File: config.mk
export PLATFORM = sky130hd
export DESIGN_NAME = vectored_interrupt_prioritizer
export DESIGN_NICKNAME = d
export VERILOG_FILES = /design/src/verilog/vip_pkg.sv /design/src/verilog/vectored_interrupt_prioritizer.sv
export VERILOG_INCLUDE_DIRS = /design/src /design/src/verilog
export SDC_FILE = /design/constraint.sdc
export NUM_CORES = 1
export LEC_CHECK = 0
export ABC_AREA = 1
export BUFFER_PORTS_ARGS = -buffer_cell sky130_fd_sc_hd__buf_2
export CORE_UTILIZATION = 54
export DETAILED_ROUTE_END_ITERATION = 8
export PLACE_DENSITY = 0.77
export SLEW_MARGIN = 20
export SYNTH_ARGS = -nofsm -noshare
export SYNTH_HDL_FRONTEND = slang
export SYNTH_SLANG_ARGS = --single-unit
File: constraint.sdc
create_clock -name clock -period 1.6 [get_ports clock]
set_input_delay 0.16 -clock clock [delete_from_list [all_inputs] [get_ports clock]]
set_output_delay 0.16 -clock clock [all_outputs]
set_load 0.01 [all_outputs]
File: src/verilog/vip_defines.svh
/*
 vip_defines.svh: register offsets, field positions, reset values, sense codes,
 vector numbers and entry timing for the vectored interrupt prioritizer.
 Assumes an 8-bit register port with 8-bit offsets.
*/
`ifndef VIP_DEFINES_SVH
`define VIP_DEFINES_SVH

// ----------------------------------------
// register offsets
// ----------------------------------------
`define VIP_REG_CPU_CTRL 8'h35
`define VIP_REG_TIMER_FLAGS 8'h38
`define VIP_REG_TIMER_MASK 8'h39
`define VIP_REG_PIN_FLAGS 8'h3A
`define VIP_REG_PIN_MASK 8'h3B
`define VIP_REG_STATUS 8'h3F

// ----------------------------------------
// field positions and implemented bits
// ----------------------------------------
`define VIP_PIN_ZERO_BIT 6
`define VIP_PIN_ONE_BIT 7
`define VIP_PIN_BITS 8'hC0
`define VIP_T1_OVF_BIT 7
`define VIP_MATCH_A_BIT 6
`define VIP_MATCH_B_BIT 5
`define VIP_CAPTURE_BIT 3
`define VIP_T0_OVF_BIT 1
`define VIP_TIMER_BITS 8'hEA
`define VIP_CTRL_BITS 8'h0F
`define VIP_GIE_BIT 7

// ----------------------------------------
// reset values
// ----------------------------------------
`define VIP_RST_BYTE 8'h00
`define VIP_RST_FLAGS 2'h0

// ----------------------------------------
// sense-control codes
// ----------------------------------------
`define VIP_SENSE_LEVEL 2'h0
`define VIP_SENSE_FALL 2'h2
`define VIP_SENSE_RISE 2'h3

// ----------------------------------------
// vector numbers
// ----------------------------------------
`define VIP_VEC_RESET 4'h0
`define VIP_VEC_EXT0 4'h1
`define VIP_VEC_EXT1 4'h2
`define VIP_VEC_CAPTURE 4'h3
`define VIP_VEC_MATCH_A 4'h4
`define VIP_VEC_MATCH_B 4'h5
`define VIP_VEC_T1_OVF 4'h6
`define VIP_VEC_T0_OVF 4'h7
`define VIP_VEC_LAST 4'hC

// ----------------------------------------
// entry timing in clock cycles
// ----------------------------------------
`define VIP_ENTRY_LAST 2'h3
`define VIP_ENTRY_CYCLES 4
`define VIP_PUSH_CYCLES 2

`endif

File: src/verilog/vip_pkg.sv
/*
 vip_pkg.sv: types of the vectored interrupt prioritizer.
 Assumes vip_defines.svh carries all numbers.
*/
package vip_pkg;

	// ----------------------------------------
	// controller states
	// ----------------------------------------
	typedef enum logic [2:0] {
		S_RST = 3'b001,
		S_IDLE = 3'b010,
		S_ENTRY = 3'b100
	} state_t;

	typedef logic [3:0] vector_t;

endpackage : vip_pkg

File: src/verilog/vectored_interrupt_prioritizer.sv
/*
 vectored_interrupt_prioritizer.sv: pending flags, masks, sense control,
 global enable and priority selection of twelve interrupts plus reset.
 Assumes the core raises core_boundary between instructions, pulses
 core_retire per finished instruction and core_reti on return.
*/
// Added by the designer: strobed register access.
// Contract
// - twelve interrupts plus reset, each own vector
// - request needs own enable and global enable; periph_req lines enter with no own enable here
// - lower vector wins, reset highest
// - vector numbers fixed zero through twelve
// - flags set even while source disabled
// - pending flags served in priority order later
// - writing one clears flag, zero keeps
// - level external request has no flag
// - pin mask bits seven, six; rest zero
// - sense bits pick rising, falling or level
// - pin activity triggers even as output
// - pin flags bits seven, six set by edges
// - take vector, clear edge flag on entry
// - edge flag held clear in level mode
// - timer mask layout, reserved zero, reset zero
// - timer1 overflow goes to vector six
// - compare A goes to vector four
// - compare B goes to vector five
// - capture event goes to vector three
// - timer0 overflow goes to vector seven
// - entry four cycles, two pushes
// - wait for instruction boundary before taking
// - one instruction after return before next
`timescale 1ns/100ps
`default_nettype none
`include "vip_defines.svh"

module vectored_interrupt_prioritizer (
	// clock and reset
	input wire logic clock,
	input wire logic arst_n,
	// register port
	input wire logic [7:0] reg_addr,
	input wire logic [7:0] reg_wdata,
	input wire logic reg_wr,
	input wire logic reg_rd,
	output logic [7:0] reg_rdata,
	// external pins
	input wire logic [1:0] ext_pin,
	// timer events
	input wire logic t1_overflow_evt,
	input wire logic t1_match_a_evt,
	input wire logic t1_match_b_evt,
	input wire logic capture_evt,
	input wire logic t0_overflow_evt,
	// peripheral requests
	input wire logic [4:0] periph_req,
	// core handshake
	input wire logic core_boundary,
	input wire logic core_retire,
	input wire logic core_reti,
	output logic entry_busy,
	output logic stack_push,
	output logic vector_valid,
	output logic [3:0] vector,
	output logic global_enable
);

	// ----------------------------------------
	// registers
	// ----------------------------------------
	vip_pkg::state_t state_q;
	logic [1:0] cnt_q;
	logic [7:0] ctrl_q;
	logic [7:0] tmask_q;
	logic [7:0] pmask_q;
	logic [7:0] tflag_q;
	logic [7:0] tflag_d;
	logic [1:0] ext_flag_q;
	logic [1:0] sync_a_q;
	logic [1:0] sync_b_q;
	logic [1:0] prev_q;
	logic gie_q;
	logic gie_d;
	logic hold_q;
	logic busy_q;
	logic push_q;
	logic valid_q;
	vip_pkg::vector_t vec_q;
	logic [7:0] rdata_q;

	// ----------------------------------------
	// register decode
	// ----------------------------------------
	wire wr_ctrl = reg_wr && (reg_addr == `VIP_REG_CPU_CTRL);
	wire wr_tflag = reg_wr && (reg_addr == `VIP_REG_TIMER_FLAGS);
	wire wr_tmask = reg_wr && (reg_addr == `VIP_REG_TIMER_MASK);
	wire wr_pflag = reg_wr && (reg_addr == `VIP_REG_PIN_FLAGS);
	wire wr_pmask = reg_wr && (reg_addr == `VIP_REG_PIN_MASK);
	wire wr_status = reg_wr && (reg_addr == `VIP_REG_STATUS);

	// ----------------------------------------
	// request gathering and priority
	// ----------------------------------------
	logic [1:0] ext_req;
	logic [1:0] ext_level;
	logic [12:0] req;
	wire accept;
	wire vip_pkg::vector_t win;

	function automatic vip_pkg::vector_t lowest(input logic [12:0] r);
		vip_pkg::vector_t w;
		w = `VIP_VEC_RESET;
		for (int i = 12; i >= 1; i--) begin
			if (r[i]) begin
				w = 4'(i);
			end
		end
		return w;
	endfunction : lowest

	assign req[0] = 1'b0;
	assign req[`VIP_VEC_EXT0] = pmask_q[`VIP_PIN_ZERO_BIT] && ext_req[0];
	assign req[`VIP_VEC_EXT1] = pmask_q[`VIP_PIN_ONE_BIT] && ext_req[1];
	assign req[`VIP_VEC_CAPTURE] = tmask_q[`VIP_CAPTURE_BIT] && tflag_q[`VIP_CAPTURE_BIT];
	assign req[`VIP_VEC_MATCH_A] = tmask_q[`VIP_MATCH_A_BIT] && tflag_q[`VIP_MATCH_A_BIT];
	assign req[`VIP_VEC_MATCH_B] = tmask_q[`VIP_MATCH_B_BIT] && tflag_q[`VIP_MATCH_B_BIT];
	assign req[`VIP_VEC_T1_OVF] = tmask_q[`VIP_T1_OVF_BIT] && tflag_q[`VIP_T1_OVF_BIT];
	assign req[`VIP_VEC_T0_OVF] = tmask_q[`VIP_T0_OVF_BIT] && tflag_q[`VIP_T0_OVF_BIT];
	assign req[`VIP_VEC_LAST:8] = periph_req;

	assign win = lowest(req);
	assign accept = (state_q == vip_pkg::S_IDLE) && gie_q && (|req) && core_boundary && !hold_q;

	// ----------------------------------------
	// external pins: sync, sense, edge flags
	// ----------------------------------------
	genvar g;
	generate
		for (g = 0; g < 2; g++) begin : g_pin
			wire [1:0] sense = ctrl_q[2*g+1:2*g];
			wire rise = sync_b_q[g] && !prev_q[g];
			wire fall = !sync_b_q[g] && prev_q[g];
			wire hit = ((sense == `VIP_SENSE_RISE) && rise) || ((sense == `VIP_SENSE_FALL) && fall);
			wire clr = wr_pflag && reg_wdata[`VIP_PIN_ZERO_BIT+g];
			wire ack = accept && (win == (`VIP_VEC_EXT0 + 4'(g)));
			assign ext_level[g] = (sense == `VIP_SENSE_LEVEL);
			assign ext_req[g] = ext_level[g] ? !sync_b_q[g] : ext_flag_q[g];
			always_ff @(posedge clock or negedge arst_n) begin
				if (!arst_n) begin
					sync_a_q[g] <= 1'b1;
					sync_b_q[g] <= 1'b1;
					prev_q[g] <= 1'b1;
					ext_flag_q[g] <= 1'b0;
				end else begin
					sync_a_q[g] <= ext_pin[g];
					sync_b_q[g] <= sync_a_q[g];
					prev_q[g] <= sync_b_q[g];
					ext_flag_q[g] <= !ext_level[g] && (hit || (ext_flag_q[g] && !clr && !ack));
				end
			end
		end
	endgenerate

	// ----------------------------------------
	// timer flags
	// ----------------------------------------
	wire [7:0] tevt = {t1_overflow_evt, t1_match_a_evt, t1_match_b_evt, 1'b0, capture_evt, 1'b0, t0_overflow_evt, 1'b0};
	wire [7:0] tack = {accept && (win == `VIP_VEC_T1_OVF), accept && (win == `VIP_VEC_MATCH_A),
		accept && (win == `VIP_VEC_MATCH_B), 1'b0, accept && (win == `VIP_VEC_CAPTURE), 1'b0,
		accept && (win == `VIP_VEC_T0_OVF), 1'b0};
	wire [7:0] tclr = wr_tflag ? reg_wdata : `VIP_RST_BYTE;
	assign tflag_d = (tevt | (tflag_q & ~tclr & ~tack)) & `VIP_TIMER_BITS;

	// ----------------------------------------
	// global enable
	// ----------------------------------------
	assign gie_d = accept ? 1'b0 : core_reti ? 1'b1 : wr_status ? reg_wdata[`VIP_GIE_BIT] : gie_q;

	// ----------------------------------------
	// register file and read port
	// ----------------------------------------
	wire [7:0] rd_mux =
		(reg_addr == `VIP_REG_CPU_CTRL) ? ctrl_q :
		(reg_addr == `VIP_REG_TIMER_FLAGS) ? tflag_q :
		(reg_addr == `VIP_REG_TIMER_MASK) ? tmask_q :
		(reg_addr == `VIP_REG_PIN_FLAGS) ? {ext_flag_q, 6'h00} :
		(reg_addr == `VIP_REG_PIN_MASK) ? pmask_q :
		(reg_addr == `VIP_REG_STATUS) ? {gie_q, 7'h00} : `VIP_RST_BYTE;

	always_ff @(posedge clock or negedge arst_n) begin
		if (!arst_n) begin
			ctrl_q <= `VIP_RST_BYTE;
			tmask_q <= `VIP_RST_BYTE;
			pmask_q <= `VIP_RST_BYTE;
			tflag_q <= `VIP_RST_BYTE;
			gie_q <= 1'b0;
			hold_q <= 1'b0;
			rdata_q <= `VIP_RST_BYTE;
		end else begin
			if (wr_ctrl) begin
				ctrl_q <= reg_wdata & `VIP_CTRL_BITS;
			end
			if (wr_tmask) begin
				tmask_q <= reg_wdata & `VIP_TIMER_BITS;
			end
			if (wr_pmask) begin
				pmask_q <= reg_wdata & `VIP_PIN_BITS;
			end
			tflag_q <= tflag_d;
			gie_q <= gie_d;
			hold_q <= core_reti || (hold_q && !core_retire);
			rdata_q <= reg_rd ? rd_mux : `VIP_RST_BYTE;
		end
	end

	// ----------------------------------------
	// entry sequencer
	// ----------------------------------------
	always_ff @(posedge clock or negedge arst_n) begin
		if (!arst_n) begin
			state_q <= vip_pkg::S_RST;
			cnt_q <= 2'h0;
			busy_q <= 1'b0;
			push_q <= 1'b0;
			valid_q <= 1'b0;
			vec_q <= `VIP_VEC_RESET;
		end else begin
			unique case (state_q)
				vip_pkg::S_RST: begin
					valid_q <= 1'b1;
					vec_q <= `VIP_VEC_RESET;
					state_q <= vip_pkg::S_IDLE;
				end
				vip_pkg::S_IDLE: begin
					valid_q <= 1'b0;
					if (accept) begin
						state_q <= vip_pkg::S_ENTRY;
						cnt_q <= 2'h0;
						busy_q <= 1'b1;
						push_q <= 1'b1;
						vec_q <= win;
					end
				end
				vip_pkg::S_ENTRY: begin
					cnt_q <= cnt_q + 2'h1;
					push_q <= (cnt_q == 2'h0);
					if (cnt_q == `VIP_ENTRY_LAST) begin
						state_q <= vip_pkg::S_IDLE;
						busy_q <= 1'b0;
						valid_q <= 1'b1;
					end
				end
				default: begin
					state_q <= vip_pkg::S_IDLE;
				end
			endcase
		end
	end

	assign reg_rdata = rdata_q;
	assign entry_busy = busy_q;
	assign stack_push = push_q;
	assign vector_valid = valid_q;
	assign vector = vec_q;
	assign global_enable = gie_q;

	// ----------------------------------------
	// assertions
	// ----------------------------------------
	property p_gate_enable;
		@(posedge clock) disable iff (!arst_n) accept |-> gie_q && req[win] && !hold_q && core_boundary;
	endproperty
	a_gate_enable: assert property (p_gate_enable) else $error("accept without enables");

	property p_prio;
		@(posedge clock) disable iff (!arst_n) accept && req[`VIP_VEC_EXT0] |=> vec_q == `VIP_VEC_EXT0;
	endproperty
	a_prio: assert property (p_prio) else $error("ext0 not first");

	property p_lower_pends;
		@(posedge clock) disable iff (!arst_n)
			accept && req[`VIP_VEC_T1_OVF] && req[`VIP_VEC_T0_OVF] && !tevt[`VIP_T0_OVF_BIT]
			|=> tflag_q[`VIP_T0_OVF_BIT];
	endproperty
	a_lower_pends: assert property (p_lower_pends) else $error("lower request lost");

	property p_entry;
		@(posedge clock) disable iff (!arst_n) accept |=> (!valid_q && busy_q) [*4] ##1 valid_q && !busy_q;
	endproperty
	a_entry: assert property (p_entry) else $error("entry length wrong");

	property p_push;
		@(posedge clock) disable iff (!arst_n) accept |=> push_q [*2] ##1 !push_q [*2];
	endproperty
	a_push: assert property (p_push) else $error("push count wrong");

	property p_gie_off;
		@(posedge clock) disable iff (!arst_n) accept |=> !gie_q;
	endproperty
	a_gie_off: assert property (p_gie_off) else $error("global enable kept");

	property p_level_clear;
		@(posedge clock) disable iff (!arst_n) ext_level[0] |=> !ext_flag_q[0];
	endproperty
	a_level_clear: assert property (p_level_clear) else $error("flag in level mode");

	property p_edge_set;
		@(posedge clock) disable iff (!arst_n)
			ctrl_q[1:0] == `VIP_SENSE_FALL && prev_q[0] && !sync_b_q[0] |=> ext_flag_q[0];
	endproperty
	a_edge_set: assert property (p_edge_set) else $error("falling edge missed");

	property p_write_zero;
		@(posedge clock) disable iff (!arst_n)
			wr_tflag && !reg_wdata[`VIP_T1_OVF_BIT] && tflag_q[`VIP_T1_OVF_BIT] && !tack[`VIP_T1_OVF_BIT]
			|=> tflag_q[`VIP_T1_OVF_BIT];
	endproperty
	a_write_zero: assert property (p_write_zero) else $error("zero write cleared");

	property p_hold;
		@(posedge clock) disable iff (!arst_n) core_reti ##1 !core_retire |-> !accept;
	endproperty
	a_hold: assert property (p_hold) else $error("taken before one instruction");

	property p_mask_read;
		@(posedge clock) disable iff (!arst_n) reg_rd && reg_addr == `VIP_REG_PIN_MASK |=> reg_rdata[5:0] == 6'h00;
	endproperty
	a_mask_read: assert property (p_mask_read) else $error("reserved bits set");

	property p_flag_set;
		@(posedge clock) disable iff (!arst_n) t1_match_a_evt |=> tflag_q[`VIP_MATCH_A_BIT];
	endproperty
	a_flag_set: assert property (p_flag_set) else $error("disabled source flag lost");

	property p_pending_kept;
		@(posedge clock) disable iff (!arst_n)
			!gie_q && tflag_q[`VIP_CAPTURE_BIT] && !(wr_tflag && reg_wdata[`VIP_CAPTURE_BIT]) |=> tflag_q[`VIP_CAPTURE_BIT];
	endproperty
	a_pending_kept: assert property (p_pending_kept) else $error("pending flag dropped");

	property p_take_clear;
		@(posedge clock) disable iff (!arst_n) accept && win == `VIP_VEC_EXT1 && !g_pin[1].hit |=> !ext_flag_q[1];
	endproperty
	a_take_clear: assert property (p_take_clear) else $error("edge flag kept after take");

	property p_timer_clear;
		@(posedge clock) disable iff (!arst_n) accept && win == `VIP_VEC_T1_OVF && !t1_overflow_evt |=> !tflag_q[`VIP_T1_OVF_BIT];
	endproperty
	a_timer_clear: assert property (p_timer_clear) else $error("timer flag kept after take");

	property p_level_req;
		@(posedge clock) disable iff (!arst_n) ext_level[0] && pmask_q[`VIP_PIN_ZERO_BIT] && !sync_b_q[0] |-> req[`VIP_VEC_EXT0];
	endproperty
	a_level_req: assert property (p_level_req) else $error("low level without request");

	property p_timer_reserved;
		@(posedge clock) disable iff (!arst_n) reg_rd && reg_addr == `VIP_REG_TIMER_MASK |=> (reg_rdata & ~`VIP_TIMER_BITS) == `VIP_RST_BYTE;
	endproperty
	a_timer_reserved: assert property (p_timer_reserved) else $error("timer mask reserved bits set");

	property p_valid_pulse;
		@(posedge clock) disable iff (!arst_n) vector_valid |=> !vector_valid;
	endproperty
	a_valid_pulse: assert property (p_valid_pulse) else $error("vector strobe too long");

	property p_lowest_wins;
		@(posedge clock) disable iff (!arst_n) accept |-> (req & ((13'h1 << win) - 13'h1)) == 13'h0;
	endproperty
	a_lowest_wins: assert property (p_lowest_wins) else $error("higher priority request passed over");

	c_take: cover property (@(posedge clock) disable iff (!arst_n) accept ##5 valid_q);
	c_back: cover property (@(posedge clock) disable iff (!arst_n) accept ##[5:20] accept);
	c_reti: cover property (@(posedge clock) disable iff (!arst_n) core_reti ##[1:10] accept);
	c_level: cover property (@(posedge clock) disable iff (!arst_n) accept && win == `VIP_VEC_EXT0 && ext_level[0]);
	c_edge: cover property (@(posedge clock) disable iff (!arst_n) accept && win == `VIP_VEC_EXT1 && !ext_level[1]);

endmodule : vectored_interrupt_prioritizer

`default_nettype wire

---- After elaboration in Yosys (flattened, before gate mapping) ----
Cells that the tools add are included.
storage, ports and cells
  bits in writable memories ............... 0
  input bits .............................. 35
  output and inout port bits .............. 16
  ROM bits ................................ 0
  word-level logic and storage cells ...... 159
  bits in latches ......................... 0
  memories ................................ 0
  register bits ........................... 46
cells by class
  $mul .................................... 0
  bitwise logic cells ..................... 5
  divide/modulo/power cells ............... 0
  reductions and logical operators ........ 71
  muxes and demuxes ....................... 38
  order comparisons ....................... 0
  $add $sub $neg .......................... 1
  shifts and indexed selects .............. 0
  eq/ne operators ......................... 23
operator list
  cell                  number
  $mux W8               8
  $mux W4               13
  $eq A8 B6 Y1 const B  6
  $logic_and A1 B1 Y1   41
  $and A8 B8 Y8         2
  $eq A4 B3 Y1 const B  4
  $not A8 Y8            2
  $logic_not A1 Y1      12
  $reduce_or A12 Y1     1
  $eq A2 B2 Y1 const B  5
  $eq A4 B2 Y1 const B  2
  $mux W1               8
  $or A8 B8 Y8          1
  $pmux W4 S2           1
  $reduce_and A2 Y1     4
  $logic_not A2 Y1      3
  $mux W3               2
  $pmux W3 S2           1
  $reduce_bool A3 Y1    2
  $logic_or A1 B1 Y1    5
  $eq A4 B1 Y1 const B  1
  $ne A2 B2 Y1 const B  2
  $pmux W1 S2           2
  $pmux W2 S2           1
  other kinds (8)       9

---- Longest topological paths before layout ----
Gate-level depths: netlist of run 1.
  depth in word-level cells ............... 18
  gate-level depth with buffers ........... 14
  mapped depth without buffers ............ 14

---- Worst setup path after synthesis of run 1 ----
No wires, ideal clock.
  path type ............................... register to register
  start ................................... register sync_b_q[0]
  end ..................................... register tflag_q[6]
  data required time ...................... 1,484 ps
  library setup time ...................... 116 ps
  path buffers ............................ 0
  arrival ................................. 1,325 ps
  stages on the path, launching flop included .. 10
  slack ................................... 158 ps
  clock period less this slack ............ 1,442 ps
  cells stage by stage .................... dfstp_2 -> nand3_1 -> nand3_2 -> nand2_1 -> nor2_4 -> nand4_2 -> nor2_2 -> nand2_1 -> nand2_1 -> nand2_1
between the ends
  longest elaborated chain between the ends .. 11
  elaborated cells between the ends (all ways) .. 13
  classes of those cells .................. 1 x eq/ne; 2 x mux; 3 x bitwise; 7 x reduce/logical
ends and longest elaborated chain
  element                            line                                   text
  from (decl)                        vectored_interrupt_prioritizer.sv:79   logic [1:0] sync_b_q;
  from (signal, indexed assignment)  vectored_interrupt_prioritizer.sv:155  sync_b_q[g] <= sync_a_q[g];
  $logic_not A1 Y1 (*)               vectored_interrupt_prioritizer.sv:146  assign ext_req[g] = ext_level[g] ? !sync_b_q[g] : ext_flag_q[g];
  $mux W1 (*)                        vectored_interrupt_prioritizer.sv:146
  $logic_and A1 B1 Y1 (*)            vectored_interrupt_prioritizer.sv:121  assign req[`VIP_VEC_EXT0] = pmask_q[`VIP_PIN_ZERO_BIT] && ext_req[0];
  $reduce_or A12 Y1                  vectored_interrupt_prioritizer.sv:131  assign accept = (state_q == vip_pkg::S_IDLE) && gie_q && (|req) && core_boundary && !hold_q;
  $logic_and A1 B1 Y1 (3 in a row)   vectored_interrupt_prioritizer.sv:131
  $logic_and A1 B1 Y1 (*)            vectored_interrupt_prioritizer.sv:167  wire [7:0] tack = {accept && (win == `VIP_VEC_T1_OVF), accept && (win == `VIP_VEC_MATCH_A),
  $not A8 Y8 (*)                     vectored_interrupt_prioritizer.sv:171  assign tflag_d = (tevt | (tflag_q & ~tclr & ~tack)) & `VIP_TIMER_BITS;
  $and A8 B8 Y8 (*)                  vectored_interrupt_prioritizer.sv:171
  $or A8 B8 Y8 (*)                   vectored_interrupt_prioritizer.sv:171
  net tflag_d[6]                     vectored_interrupt_prioritizer.sv:76   logic [7:0] tflag_d;
  to (signal assigned)               vectored_interrupt_prioritizer.sv:194  tflag_q <= `VIP_RST_BYTE;
  to (signal assigned)               vectored_interrupt_prioritizer.sv:208  tflag_q <= tflag_d;
  to (decl)                          vectored_interrupt_prioritizer.sv:75   logic [7:0] tflag_q;
The timed path passes the listed nets; every way through them passes the cells marked *.
A chain may end at the register's enable or synchronous reset.

---- Final worst setup path of run 1 ----
  start ................................... register ctrl_q[1]
  end ..................................... register tflag_q[3]
between the ends
  longest elaborated chain between the ends .. 11
  elaborated cells between the ends (all ways) .. 13
  classes of those cells .................. 1 x eq/ne; 2 x mux; 3 x bitwise; 7 x reduce/logical
ends and longest elaborated chain
  element                           line                                   text
  from (decl)                       vectored_interrupt_prioritizer.sv:72   logic [7:0] ctrl_q;
  from (signal assigned)            vectored_interrupt_prioritizer.sv:191  ctrl_q <= `VIP_RST_BYTE;
  from (signal assigned)            vectored_interrupt_prioritizer.sv:200  ctrl_q <= reg_wdata & `VIP_CTRL_BITS;
  $logic_not A2 Y1 (no line) (*)    --
  $mux W1 (*)                       vectored_interrupt_prioritizer.sv:146
  $logic_and A1 B1 Y1 (*)           vectored_interrupt_prioritizer.sv:121
  $reduce_or A12 Y1                 vectored_interrupt_prioritizer.sv:131
  $logic_and A1 B1 Y1 (3 in a row)  vectored_interrupt_prioritizer.sv:131
  $logic_and A1 B1 Y1 (*)           vectored_interrupt_prioritizer.sv:168  accept && (win == `VIP_VEC_MATCH_B), 1'b0, accept && (win == `VIP_VEC_CAPTURE), 1'b0,
  $not A8 Y8 (*)                    vectored_interrupt_prioritizer.sv:171
  $and A8 B8 Y8 (*)                 vectored_interrupt_prioritizer.sv:171
  $or A8 B8 Y8 (*)                  vectored_interrupt_prioritizer.sv:171
  net tflag_d[3]                    vectored_interrupt_prioritizer.sv:76
Marked as above.

==> out/summary.txt, run 1 <==
CRITICAL PATH
-----------------------------------------------------------------------------------------
Most frequent cell on the critical path                                      sky130_fd_sc_hd__nand2_2
Classification of the worst setup path                                       register to register
Largest stage delay, worst path                                                   0.39 ns
Crit path max-delay cell type                                                sky130_fd_sc_hd__dfrtp_1
Critical Path Source Type                                                        register
CP cell instances                                                            inv_2 -> nand2_2 -> nand2_2 -> nand3_4 -> nand3b_1 -> nor2_2 -> nor2_1 -> nand2_2 -> o21ai_2 -> nand2_1
Max FO, Critical Path                                                                   5
Nature of the critical path endpoint                                             register
Endpoint required time on the critical path                                       1.80 ns
WP data arrival                                                                   1.78 ns

STA
-----------------------------------------------------------------------------------------
Setup repair after global routing missed its margin                                  true
Post-layout min period                                                            1.58 ns
Final clock skew                                                               0.00361 ns
Worst hold slack                                                                0.0329 ns
Pins Over Slew Limit                                                                    0
Worst Slack Setup Final                                                         0.0168 ns
Final clock period utilization by the worst path                                    99.0%
Setup-violating endpoint count in the final report                                      0
Final hold vios                                                                         0
Top achievable clock speed                                                        632 MHz
Sum of negative setup slack                                                          0 ns

FLOORPLAN
-----------------------------------------------------------------------------------------
Site Rows                                                                              23
Starting utilization of the core area                                               57.0%
Die W                                                                             67.4 um
Die footprint                                                                   4550 um^2
Top-Level Pins                                                                         51
Core Footprint                                                                  4060 um^2
Vertical die dimension                                                            67.4 um

FINAL LAYOUT
-----------------------------------------------------------------------------------------
Most frequent cells in the layout                                            sky130_fd_sc_hd__nand2_1, sky130_fd_sc_hd__buf_2, sky130_fd_sc_hd__inv_1
Diode insertion count for antenna repair                                                0
Share of layout cells above drive strength 1                                        36.0%
Fillers                                                                               308
Net count, final                                                                      403
Final instance count without filler cells                                             417
Final standard cell area without fillers                                        3000 um^2
Most common cell after layout, fill and taps aside                           sky130_fd_sc_hd__nand2_1
Area Overhead vs Synth                                                              29.8%

LOGIC SYNTHESIS
-----------------------------------------------------------------------------------------
Synthesized area divided by synthesized cell count                              8.11 um^2
Number of register bits inferred by synthesis                                          45
Unique cell type count in the Yosys netlist                                            30
Post-synth EDFFs                                                                        0
Proportion of register bits with asynchronous set or reset after synthesis           100%
Post-Synthesis Cells                                                                  285
Mapped cell area                                                                2310 um^2
Yosys warning count                                                                     0
Fraction of the yosys area taken by sequential cells                                49.1%
Most used flip-flop cell after synthesis                                     sky130_fd_sc_hd__dfrtp_1

GRT
-----------------------------------------------------------------------------------------
Pin count of the biggest net entering global routing                                   46
Global-route congestion overflow total                                                  0
Number of antenna violations at the first check in global routing                       0
Global-route usage over all layers                                                  24.7%
Global-route wire length before repair                                            8080 um
Vias in the first global route                                                      1,910

STATUS
-----------------------------------------------------------------------------------------
Run status                                                                   finished, final reports clean

CTS
-----------------------------------------------------------------------------------------
Clock latency of the later-clocked register in the worst-skew pair                0.30 ns
Maximum level of the CTS H-tree                                                         2
Clock sink count                                                                       45
Number of CTS-inserted buffers                                                          5
Clock root cell                                                              sky130_fd_sc_hd__clkbuf_8
Clock tree from TritonCTS                                                           built
Buffer levels on the longest clock path                                                 2
Clk pin slew, worst setup/hold paths                                              0.08 ns

PLACED DESIGN
-----------------------------------------------------------------------------------------
Number of cells in the design after placement                                         395
Number of buffer cells added on primary ports                                          48
Routability congestion estimate                                                     0.869
Placement Cell Area                                                             2720 um^2
Placement-stage worst setup slack                                              -0.0545 ns
Sum of net half-perimeters after detailed placement                               3900 um

DRT
-----------------------------------------------------------------------------------------
Average vias per placed instance                                                     5.13
DRC violation count after routing                                                       0
Length of the first detailed-routing pass in iterations                                 4
Wire length reported by the detailed router                                       5420 um
Wire length per cell                                                              13.0 um
Antenna-violating nets left                                                             0
Drt first-iter violations                                                             218
Total vias in the final route                                                       2,138

FLOW RUN
-----------------------------------------------------------------------------------------
Maxcap violations                                                                       0

MIN PATH
-----------------------------------------------------------------------------------------
Path class of the lowest-slack min-delay path                                input pin to register

PWR
-----------------------------------------------------------------------------------------
Static power due to leakage                                                    0.00160 uW
PD cells                                                                      836 nW/um^2
Peak VDD IR                                                                        418 uV

[cell usage after synthesis (2+ instances only)]
master / n / share of area [%]
sky130_fd_sc_hd__dfrtp_1: 38 / 41
sky130_fd_sc_hd__o21ai_1: 10 / 2.2
sky130_fd_sc_hd__nand3_2: 3 / 1.3
sky130_fd_sc_hd__nand2_2: 6 / 1.6
sky130_fd_sc_hd__o21ai_0: 19 / 4.1
sky130_fd_sc_hd__nand2_1: 75 / 12
sky130_fd_sc_hd__nor2_2: 6 / 1.6
sky130_fd_sc_hd__dfstp_2: 7 / 8.0
sky130_fd_sc_hd__inv_1: 41 / 6.7
sky130_fd_sc_hd__a21boi_0: 4 / 1.3
sky130_fd_sc_hd__nor2_4: 3 / 1.5
sky130_fd_sc_hd__a21oi_1: 10 / 2.2
sky130_fd_sc_hd__nand3_1: 19 / 4.1
sky130_fd_sc_hd__nand2_4: 3 / 1.5
sky130_fd_sc_hd__nor3_1: 7 / 1.5
sky130_fd_sc_hd__ha_1: 2 / 1.1
sky130_fd_sc_hd__inv_2: 7 / 1.1
sky130_fd_sc_hd__nor2_1: 13 / 2.1
[cell type report]
type | instances | area [um^2] | area share, %
well taps | 50 | 62.6 | 2.09
repair buffers | 75 | 475 | 15.8
flip-flops and latches | 45 | 1130 | 37.8
clock buffers | 5 | 68.8 | 2.29
multi-input cells | 191 | 1060 | 35.3
clock inverters | 3 | 17.5 | 0.584
inverters | 48 | 183 | 6.09
[registers in the layout (all words and copies together) (netlist names), 2 cells and up]
name	cells
tflag_q	5
state_q	3
reg_rdata	7
tmask_q	5
cnt_q	2
ext_flag_q	2
sync_b_q	2
prev_q	2
vector	4
sync_a_q	2
ctrl_q	4
pmask_q	2
[worst paths after layout]
check	from	to	slack [ns]	cells after the start
min reg2reg	sync_a_q[0]	sync_b_q[0]	0.36	0
max reg2reg	ctrl_q[1]	tflag_q[3]	0.02	10
min	t1_match_a_evt	tflag_q[6]	0.03	3
max in group asynchronous	arst_n	state_q[0]	0.97	3
min in group asynchronous	arst_n	tflag_q[3]	0.35	3
max	ctrl_q[1]	tflag_q[3]	0.02	10
[per-layer routing]
layer | global-route usage (%) | part of all wire, % | vias up
li1 | - | - | 1057
met1 | 31.8 | 45 | 995
met2 | 38.8 | 47 | 78
met3 | 7.94 | 6.7 | 8
met4 | 8.78 | 1.3 | 0
met5 | 0 | 0 | -
[power by group]
group	switching [uW]	internal, uW
clock network	391	301
logic	311	234
registers	43.9	1230
[critical path, delay by kind of cell (launching register included)]
family / cells / cell delay (ns)
buffers and inverters: 1 / 0.09
AOI/OAI and AO/OA: 1 / 0.12
and+or+nand+nor: 8 / 0.88
DFF: 1 / 0.39
[cell families (layout without fill, tap and decap cells)]
| kind of cell | Yosys count | in the layout | synth area share (%) |
|---|---|---|---|
| AOI/OAI and AO/OA | 47 | 47 | 11.6 |
| adders and majority gates | 2 | 2 | 1.08 |
| buffers and inverters | 50 | 131 | 8.77 |
| DFF | 45 | 45 | 49.1 |
| muxes | 1 | 1 | 0.487 |
| other | 1 | 2 | 0.162 |
| and+or+nand+nor | 139 | 139 | 28.8 |
[metrics by stage]
step,power [uW],util (%)
global route,2640,73.9
CTS,2460,70.4
global placement,1730,67.0
finish,2510,73.9
floorplan,1570,-
detailed placement,1750,67.0
[timing repair]
item / in CTS / in global routing
pin swaps: 1 / 14
hold endpoints to repair: 40 / 0
hold buffers: 3 / 0
setup buffers: 2 / 9
endpoints found under the setup margin: 6 / 14
gates resized for setup: 1 / 19
Power figures use the tool's default switching activity.
==> run 2: changes to the inputs <==
CORE_UTILIZATION = 30   (was 54)
PLACE_DENSITY = 0.47   (was 0.77)
==> run 2 against run 1 <==
Net effect:
- wire length increased by 3.2%
- sequential share of layout area shrank 0.66 points
- clock skew up 0.0015 ns
- cell area up 1.9%
- final cell count is 11% higher
- utilization fell by 32 points
- first-iteration DRC count down 64%
- register-to-register slack better by 0.02 ns
- critical path type unchanged
- largest cell class unchanged
- largest power group unchanged
==> out/summary.txt, run 2 (same netlist as run 1, synthesis figures left out) <==
FLOORPLAN
---------------------------------------------------------------------------------
Top-Level Pins                                                                 51   unchanged
Die W                                                                     89.8 um   was 67.4 um
Die footprint                                                           8060 um^2   was 4550 um^2
Vertical die dimension                                                    89.8 um   was 67.4 um
Site Rows                                                                      31   was 23
Starting utilization of the core area                                       31.4%   was 57.0%
Core Footprint                                                          7370 um^2   was 4060 um^2

FINAL LAYOUT
---------------------------------------------------------------------------------
Max FFs per register                                                            7   unchanged
Most frequent cells in the layout                                    sky130_fd_sc_hd__nand2_1, sky130_fd_sc_hd__buf_2, sky130_fd_sc_hd__inv_1   unchanged
Diode insertion count for antenna repair                                        0   unchanged
Net count, final                                                              399   was 403
Utilization of the core after routing                                       41.5%   was 73.9%
Final standard cell area without fillers                                3060 um^2   was 3000 um^2
Share of layout cells above drive strength 1                                35.0%   was 36.0%
Area Overhead vs Synth                                                      32.2%   was 29.8%
Most common cell after layout, fill and taps aside                   sky130_fd_sc_hd__nand2_1   unchanged
Fillers                                                                       786   was 308

GRT
---------------------------------------------------------------------------------
Number of antenna violations at the first check in global routing               0   unchanged
Pin count of the biggest net entering global routing                           46   unchanged
Global-route usage over all layers                                          14.8%   was 24.7%
Vias in the first global route                                              2,003   was 1,910
Global-route wire length before repair                                    9400 um   was 8080 um
Global-route congestion overflow total                                          0   unchanged

STA
---------------------------------------------------------------------------------
Final hold vios                                                                 0   unchanged
Final clock skew                                                       0.00512 ns   was 0.00361 ns
Sum of negative setup slack                                                  0 ns   unchanged
Pins Over Slew Limit                                                            0   unchanged
Setup-violating endpoint count in the final report                              0   unchanged
Setup repair after global routing missed its margin                          true   unchanged
Top achievable clock speed                                                641 MHz   was 632 MHz
Post-layout min period                                                    1.56 ns   was 1.58 ns
Final clock period utilization by the worst path                            97.5%   was 99.0%

DRT
---------------------------------------------------------------------------------
Drt first-iter violations                                                      79   was 218
Routed wl met3                                                             235 um   was 362 um
Wire length per cell                                                      12.1 um   was 13.0 um
Routed metal-1 wirelength                                                 2710 um   was 2420 um
Total vias in the final route                                               2,020   was 2,138
Highest metal used                                                           met4   unchanged
Metal2 WL                                                                 2580 um   was 2560 um
Average vias per placed instance                                             4.37   was 5.13
Length of the first detailed-routing pass in iterations                         4   unchanged
Antenna-violating nets left                                                     0   unchanged
DRC violation count after routing                                               0   unchanged
Wire length reported by the detailed router                               5590 um   was 5420 um

CRITICAL PATH
---------------------------------------------------------------------------------
Classification of the worst setup path                               register to register   unchanged
WP data arrival                                                           1.76 ns   was 1.78 ns
Critical Path Source Type                                                register   unchanged
Max FO, Critical Path                                                           4   was 5
Endpoint required time on the critical path                               1.80 ns   about the same
Nature of the critical path endpoint                                     register   unchanged

PWR
---------------------------------------------------------------------------------
PD cells                                                              827 nW/um^2   was 836 nW/um^2
Static power due to leakage                                            0.00159 uW   was 0.00160 uW
Tot Pwr                                                                   2530 uW   was 2510 uW
Peak VDD IR                                                                326 uV   was 418 uV

CTS
---------------------------------------------------------------------------------
Clock root cell                                                      sky130_fd_sc_hd__clkbuf_8   unchanged
Clock sink count                                                               45   unchanged
Clk pin slew, worst setup/hold paths                                      0.09 ns   was 0.08 ns
Number of CTS-inserted buffers                                                  5   unchanged
Buffer levels on the longest clock path                                         2   unchanged
Clock tree from TritonCTS                                                   built   unchanged
Maximum level of the CTS H-tree                                                 2   unchanged
Clock latency of the later-clocked register in the worst-skew pair        0.30 ns   about the same

PLACED DESIGN
---------------------------------------------------------------------------------
Number of buffer cells added on primary ports                                  48   unchanged
Routability congestion estimate                                             0.757   was 0.869
Sum of net half-perimeters after detailed placement                       4280 um   was 3900 um
Placement Cell Area                                                     2810 um^2   was 2720 um^2

MIN PATH
---------------------------------------------------------------------------------
Path class of the lowest-slack min-delay path                        input pin to register   unchanged

FLOW RUN
---------------------------------------------------------------------------------
Maxcap violations                                                               0   unchanged

STATUS
---------------------------------------------------------------------------------
Run status                                                           finished, final reports clean   unchanged

[run 2: cell count changes in the layout (fill, tap and decap cells not counted), moves of 2 or more]
cell,change
sky130_fd_sc_hd__buf_4,-5
sky130_fd_sc_hd__o21ai_1,-2
sky130_fd_sc_hd__nor2_2,-3
sky130_fd_sc_hd__nor2_1,+2
sky130_fd_sc_hd__o21ai_2,+2
sky130_fd_sc_hd__nand2_2,-2
sky130_fd_sc_hd__clkinv_2,-2
[run 2: final cells by class]
cell class	instances	area, um^2	share of cell area (%)
Sequential cell	45	1140	37.2
Multi-Input combinational cell	191	1070	35.2
Timing Repair Buffer	71	449	14.7
Inverter	48	185	6.06
Tap cell	99	124	4.05
Clock buffer	6	72.6	2.37
Clock inverter	2	15.0	0.491
[run 2: power by group]
part	internal [uW]	switching, uW
Combinational	226	301
Clock	308	417
Sequential	1230	47.7
Total	1760	766
[run 2: stage by stage]
step / setup WS [ns] / hold WS [ns] / cells
2_1_floorplan: 0.158 / -0.136 / 286
3_3_place_gp: 0.0158 / 0.162 / 448
3_5_place_dp: -0.00881 / 0.167 / 448
4_1_cts: 0.00804 / 0.0254 / 459
5_1_grt: -0.0961 / 0.0277 / 462
6_report: 0.0395 / 0.0313 / 462
[run 2: what timing repair did]
item                                    CTS  global route
endpoints found under the hold margin    40             0
pin swaps                                 0            14
cloned                                    0             0
gates resized for setup                   2            23
setup buffers                             0             3
endpoints found under the setup margin    2            15
hold buffers                              3             0
[run 2: final timing paths]
path | slack, ns | cells after the start | start | endpoint
worst max-delay path | 0.04 | 10 | ctrl_q[2] | tflag_q[6]
min in group asynchronous | 0.36 | 3 | arst_n | tmask_q[5]
max in group asynchronous | 0.97 | 3 | arst_n | state_q[0]
worst min-delay path | 0.03 | 3 | t0_overflow_evt | tflag_q[1]
worst min register to register | 0.36 | 0 | sync_a_q[1] | sync_b_q[1]
worst max register to register | 0.04 | 10 | ctrl_q[2] | tflag_q[6]
[run 2: per-layer routing]
layer | vias up | track usage, %
met5 | - | 0
met4 | 0 | 3.69
met3 | 6 | 3.21
met2 | 41 | 23.8
met1 | 920 | 20.2
li1 | 1053 | -
[run 2: worst max-delay path: stages, from the launching register on]
cell and delay [ns]:
sky130_fd_sc_hd__dfrtp_2 0.46, sky130_fd_sc_hd__o21ai_2 0.16, sky130_fd_sc_hd__nand3_2 0.14, sky130_fd_sc_hd__nand2_4 0.13, sky130_fd_sc_hd__inv_4 0.04, sky130_fd_sc_hd__nand2_4 0.10
sky130_fd_sc_hd__nand4_4 0.14, sky130_fd_sc_hd__nor2_4 0.11, sky130_fd_sc_hd__nand2_1 0.05, sky130_fd_sc_hd__nand2_1 0.07, sky130_fd_sc_hd__nand2_1 0.04
==> run 3: changes to the inputs <==
CTS_BUF_LIST = sky130_fd_sc_hd__clkbuf_16   (was default)
PLACE_DENSITY = 0.49   (was 0.47)
clock period = 1.4 ns   (was 1.6 ns; I/O delays follow)
==> run 3 against run 2 <==
Net effect:
- the run now ends with setup timing left
- clock power increased by 63%
- utilization increased by 3.9 points
- critical path depth decreased by 1
- final cell count increased by 5.6%
- global-route usage about the same
- register-to-register slack got worse by 0.15 ns
- via count increased by 4.9%
- sequential power increased by 13%
- flip-flop and latch count unchanged
- critical path type unchanged
- critical endpoint is now tflag_q[5]
==> out/summary.txt, run 3 (same netlist as run 1, synthesis figures left out) <==
CRITICAL PATH
---------------------------------------------------------------------------------
Most frequent cell on the critical path                              sky130_fd_sc_hd__nand2_1   unchanged
Nature of the critical path endpoint                                     register   unchanged
Largest stage delay, worst path                                           0.54 ns   was 0.46 ns
Crit path max-delay cell type                                        sky130_fd_sc_hd__dfstp_2   was sky130_fd_sc_hd__dfrtp_2
Kind of cell adding the most delay to the critical path              simple AND/OR/NAND/NOR gates   unchanged
Reg2Reg Capture Point                                                  tflag_q[5]   was tflag_q[6]
Critical Path Source Type                                                register   unchanged
Endpoint required time on the critical path                               1.58 ns   was 1.80 ns
Depth of the worst register-to-register path                                    9   was 10
Max FO, Critical Path                                                           5   was 4
Classification of the worst setup path                               register to register   unchanged
Slack of the worst reg-to-reg path                                       -0.11 ns   was 0.04 ns
Startpoint of the worst-slack reg-to-reg timing path                  sync_b_q[0]   was ctrl_q[2]
WP data arrival                                                           1.69 ns   was 1.76 ns
Critical path buffer and inverter count                                         0   was 1
CP cell instances                                                    nand3_2 -> nand3_4 -> nand2_2 -> nor2_4 -> nand4_4 -> nor2_2 -> nand2_1 -> nand2_1 -> nand2_1   was o21ai_2 -> nand3_2 -> nand2_4 -> inv_4 -> nand2_4 -> nand4_4 -> nor2_4 -> nand2_1 -> nand2_1 -> nand2_1

GRT
---------------------------------------------------------------------------------
Number of antenna violations at the first check in global routing               0   unchanged
Pin count of the biggest net entering global routing                           46   unchanged
Vias in the first global route                                              2,087   was 2,003
Global-route usage over all layers                                          14.8%   about the same
Global-route wire length before repair                                    9620 um   was 9400 um
Global-route congestion overflow total                                          0   unchanged

FINAL LAYOUT
---------------------------------------------------------------------------------
Max FFs per register                                                            7   unchanged
Most frequent cells in the layout                                    sky130_fd_sc_hd__nand2_1, sky130_fd_sc_hd__buf_2, sky130_fd_sc_hd__buf_4   was sky130_fd_sc_hd__nand2_1, sky130_fd_sc_hd__buf_2, sky130_fd_sc_hd__inv_1
Most common cell after layout, fill and taps aside                   sky130_fd_sc_hd__nand2_1   unchanged
Share of layout cells above drive strength 1                                41.4%   was 35.0%
Area Overhead vs Synth                                                      44.5%   was 32.2%
Net count, final                                                              425   was 399
Fillers                                                                       752   was 786
Final standard cell area without fillers                                3340 um^2   was 3060 um^2
Utilization of the core after routing                                       45.3%   was 41.5%
Diode insertion count for antenna repair                                        0   unchanged

CTS
---------------------------------------------------------------------------------
Buffer levels on the longest clock path                                         2   unchanged
Number of CTS-inserted buffers                                                  5   unchanged
Clock tree from TritonCTS                                                   built   unchanged
Clock root cell                                                      sky130_fd_sc_hd__clkbuf_16   was sky130_fd_sc_hd__clkbuf_8
Clk pin slew, worst setup/hold paths                                      0.07 ns   was 0.09 ns
Maximum level of the CTS H-tree                                                 2   unchanged
Clock sink count                                                               45   unchanged
Clock latency of the later-clocked register in the worst-skew pair        0.29 ns   was 0.30 ns

PLACED DESIGN
---------------------------------------------------------------------------------
Number of buffer cells added on primary ports                                  48   unchanged
Routability congestion estimate                                             0.813   was 0.757
Sum of net half-perimeters after detailed placement                       4420 um   was 4280 um
Placement Cell Area                                                     2990 um^2   was 2810 um^2

DRT
---------------------------------------------------------------------------------
DRC violation count after routing                                               0   unchanged
Antenna-violating nets left                                                     0   unchanged
Average vias per placed instance                                             4.34   was 4.37
Total vias in the final route                                               2,118   was 2,020
Wire length reported by the detailed router                               5680 um   was 5590 um
Length of the first detailed-routing pass in iterations                         6   was 4
Drt first-iter violations                                                      61   was 79
Wire length per cell                                                      11.6 um   was 12.1 um

FLOORPLAN
---------------------------------------------------------------------------------
Top-Level Pins                                                                 51   unchanged
Starting utilization of the core area                                       31.4%   unchanged
Die W                                                                     89.8 um   unchanged
Die footprint                                                           8060 um^2   unchanged
Core Footprint                                                          7370 um^2   unchanged
Vertical die dimension                                                    89.8 um   unchanged
Site Rows                                                                      31   unchanged

MIN PATH
---------------------------------------------------------------------------------
Worst min-delay path endpoint                                          tflag_q[6]   was tflag_q[1]
Startpoint of the worst hold path                                    t1_match_a_evt   was t0_overflow_evt
Worst Hold Path Cells                                                           3   unchanged
Path class of the lowest-slack min-delay path                        input pin to register   unchanged

STATUS
---------------------------------------------------------------------------------
Violated checks                                                      setup timing
Run status                                                           finished, violations left   was finished, final reports clean

STA
---------------------------------------------------------------------------------
Post-layout min period                                                    1.51 ns   was 1.56 ns
Pins Over Slew Limit                                                            0   unchanged
Top achievable clock speed                                                662 MHz   was 641 MHz
Final hold vios                                                                 0   unchanged
Final clock period utilization by the worst path                             108%   was 97.5%
Setup repair after global routing missed its margin                          true   unchanged
Final clock skew                                                       0.00635 ns   was 0.00512 ns
Worst Slack Setup Final                                                 -0.110 ns   was 0.0395 ns
Setup-violating endpoint count in the final report                             16   was 0

PWR
---------------------------------------------------------------------------------
Peak VDD IR                                                                550 uV   was 326 uV
Static power due to leakage                                            0.00175 uW   was 0.00159 uW
PD cells                                                              996 nW/um^2   was 827 nW/um^2
Tot Pwr                                                                   3330 uW   was 2530 uW

FLOW RUN
---------------------------------------------------------------------------------
Maxcap violations                                                               0   unchanged

run 3: changes by cell type in the layout (fill, tap and decap cells not counted), moves of 3 or more:
cell / delta
sky130_fd_sc_hd__clkbuf_8: -5
sky130_fd_sc_hd__buf_4: +24
sky130_fd_sc_hd__nand3_2: +3
sky130_fd_sc_hd__clkbuf_16: +5
sky130_fd_sc_hd__buf_6: +3
run 3: final cells by class:
class | instances | area (um^2) | share of cell area (%)
flip-flops and latches | 45 | 1130 | 34.0
repair buffers | 97 | 643 | 19.2
clock inverters | 3 | 21.3 | 0.636
clock buffers | 5 | 125 | 3.74
well taps | 99 | 124 | 3.71
multi-input cells | 191 | 1100 | 33.0
inverters | 48 | 190 | 5.69
run 3: stage by stage:
stage          setup TNS (ns)  worst slack [ns]  hold slack, ns  instances
2_1_floorplan               0           0.00280          -0.156        286
3_3_place_gp           -0.855           -0.0890           0.141        471
3_5_place_dp            -1.09            -0.107           0.146        471
4_1_cts                 -1.44            -0.110          0.0314        486
5_1_grt                 -2.72            -0.207          0.0392        488
6_report                -1.13            -0.110          0.0306        488
run 3: repair_timing:
item                                    CTS  global route
hold endpoints to repair                 40             0
gates cloned                              0             0
hold buffers                              3             0
buffers inserted                          4             2
resized for setup                        13            21
endpoints found under the setup margin   18            19
pin swaps                                10            10
run 3: worst max path at each step:
| stage | startpoint | end | cells after the start |
|---|---|---|---|
| 3_3_place_gp | sync_b_q[1] | tflag_q[6] | 9 |
| 2_1_floorplan | sync_b_q[0] | ext_flag_q[0] | 9 |
| 3_5_place_dp | sync_b_q[1] | tflag_q[5] | 9 |
| 4_1_cts | ctrl_q[2] | tflag_q[3] | 10 |
| 6_report | sync_b_q[0] | tflag_q[5] | 9 |
| 5_1_grt | ctrl_q[3] | tflag_q[5] | 10 |
run 3: power by group:
part / leakage [uW] / internal (uW) / switching [uW]
clock: 0.0000702 / 665 / 520
combinational: 0.00114 / 324 / 367
sequential: 0.000540 / 1400 / 49.8
run 3: per-layer routing:
layer  up-vias  wire length [um]  track usage [%]  part of all wire, %
li1       1111                 -                -                    -
met3         6               223             2.71                  3.9
met4         0                62             3.69                  1.1
met1       961              2810             20.2                   49
met5         -                 0                0                    0
met2        40              2590             24.2                   46
run 3: tightest hold or removal path: stages:
cell and delay, ns:
sky130_fd_sc_hd__buf_2 0.07, sky130_fd_sc_hd__inv_1 0.03, sky130_fd_sc_hd__nand2_1 0.05
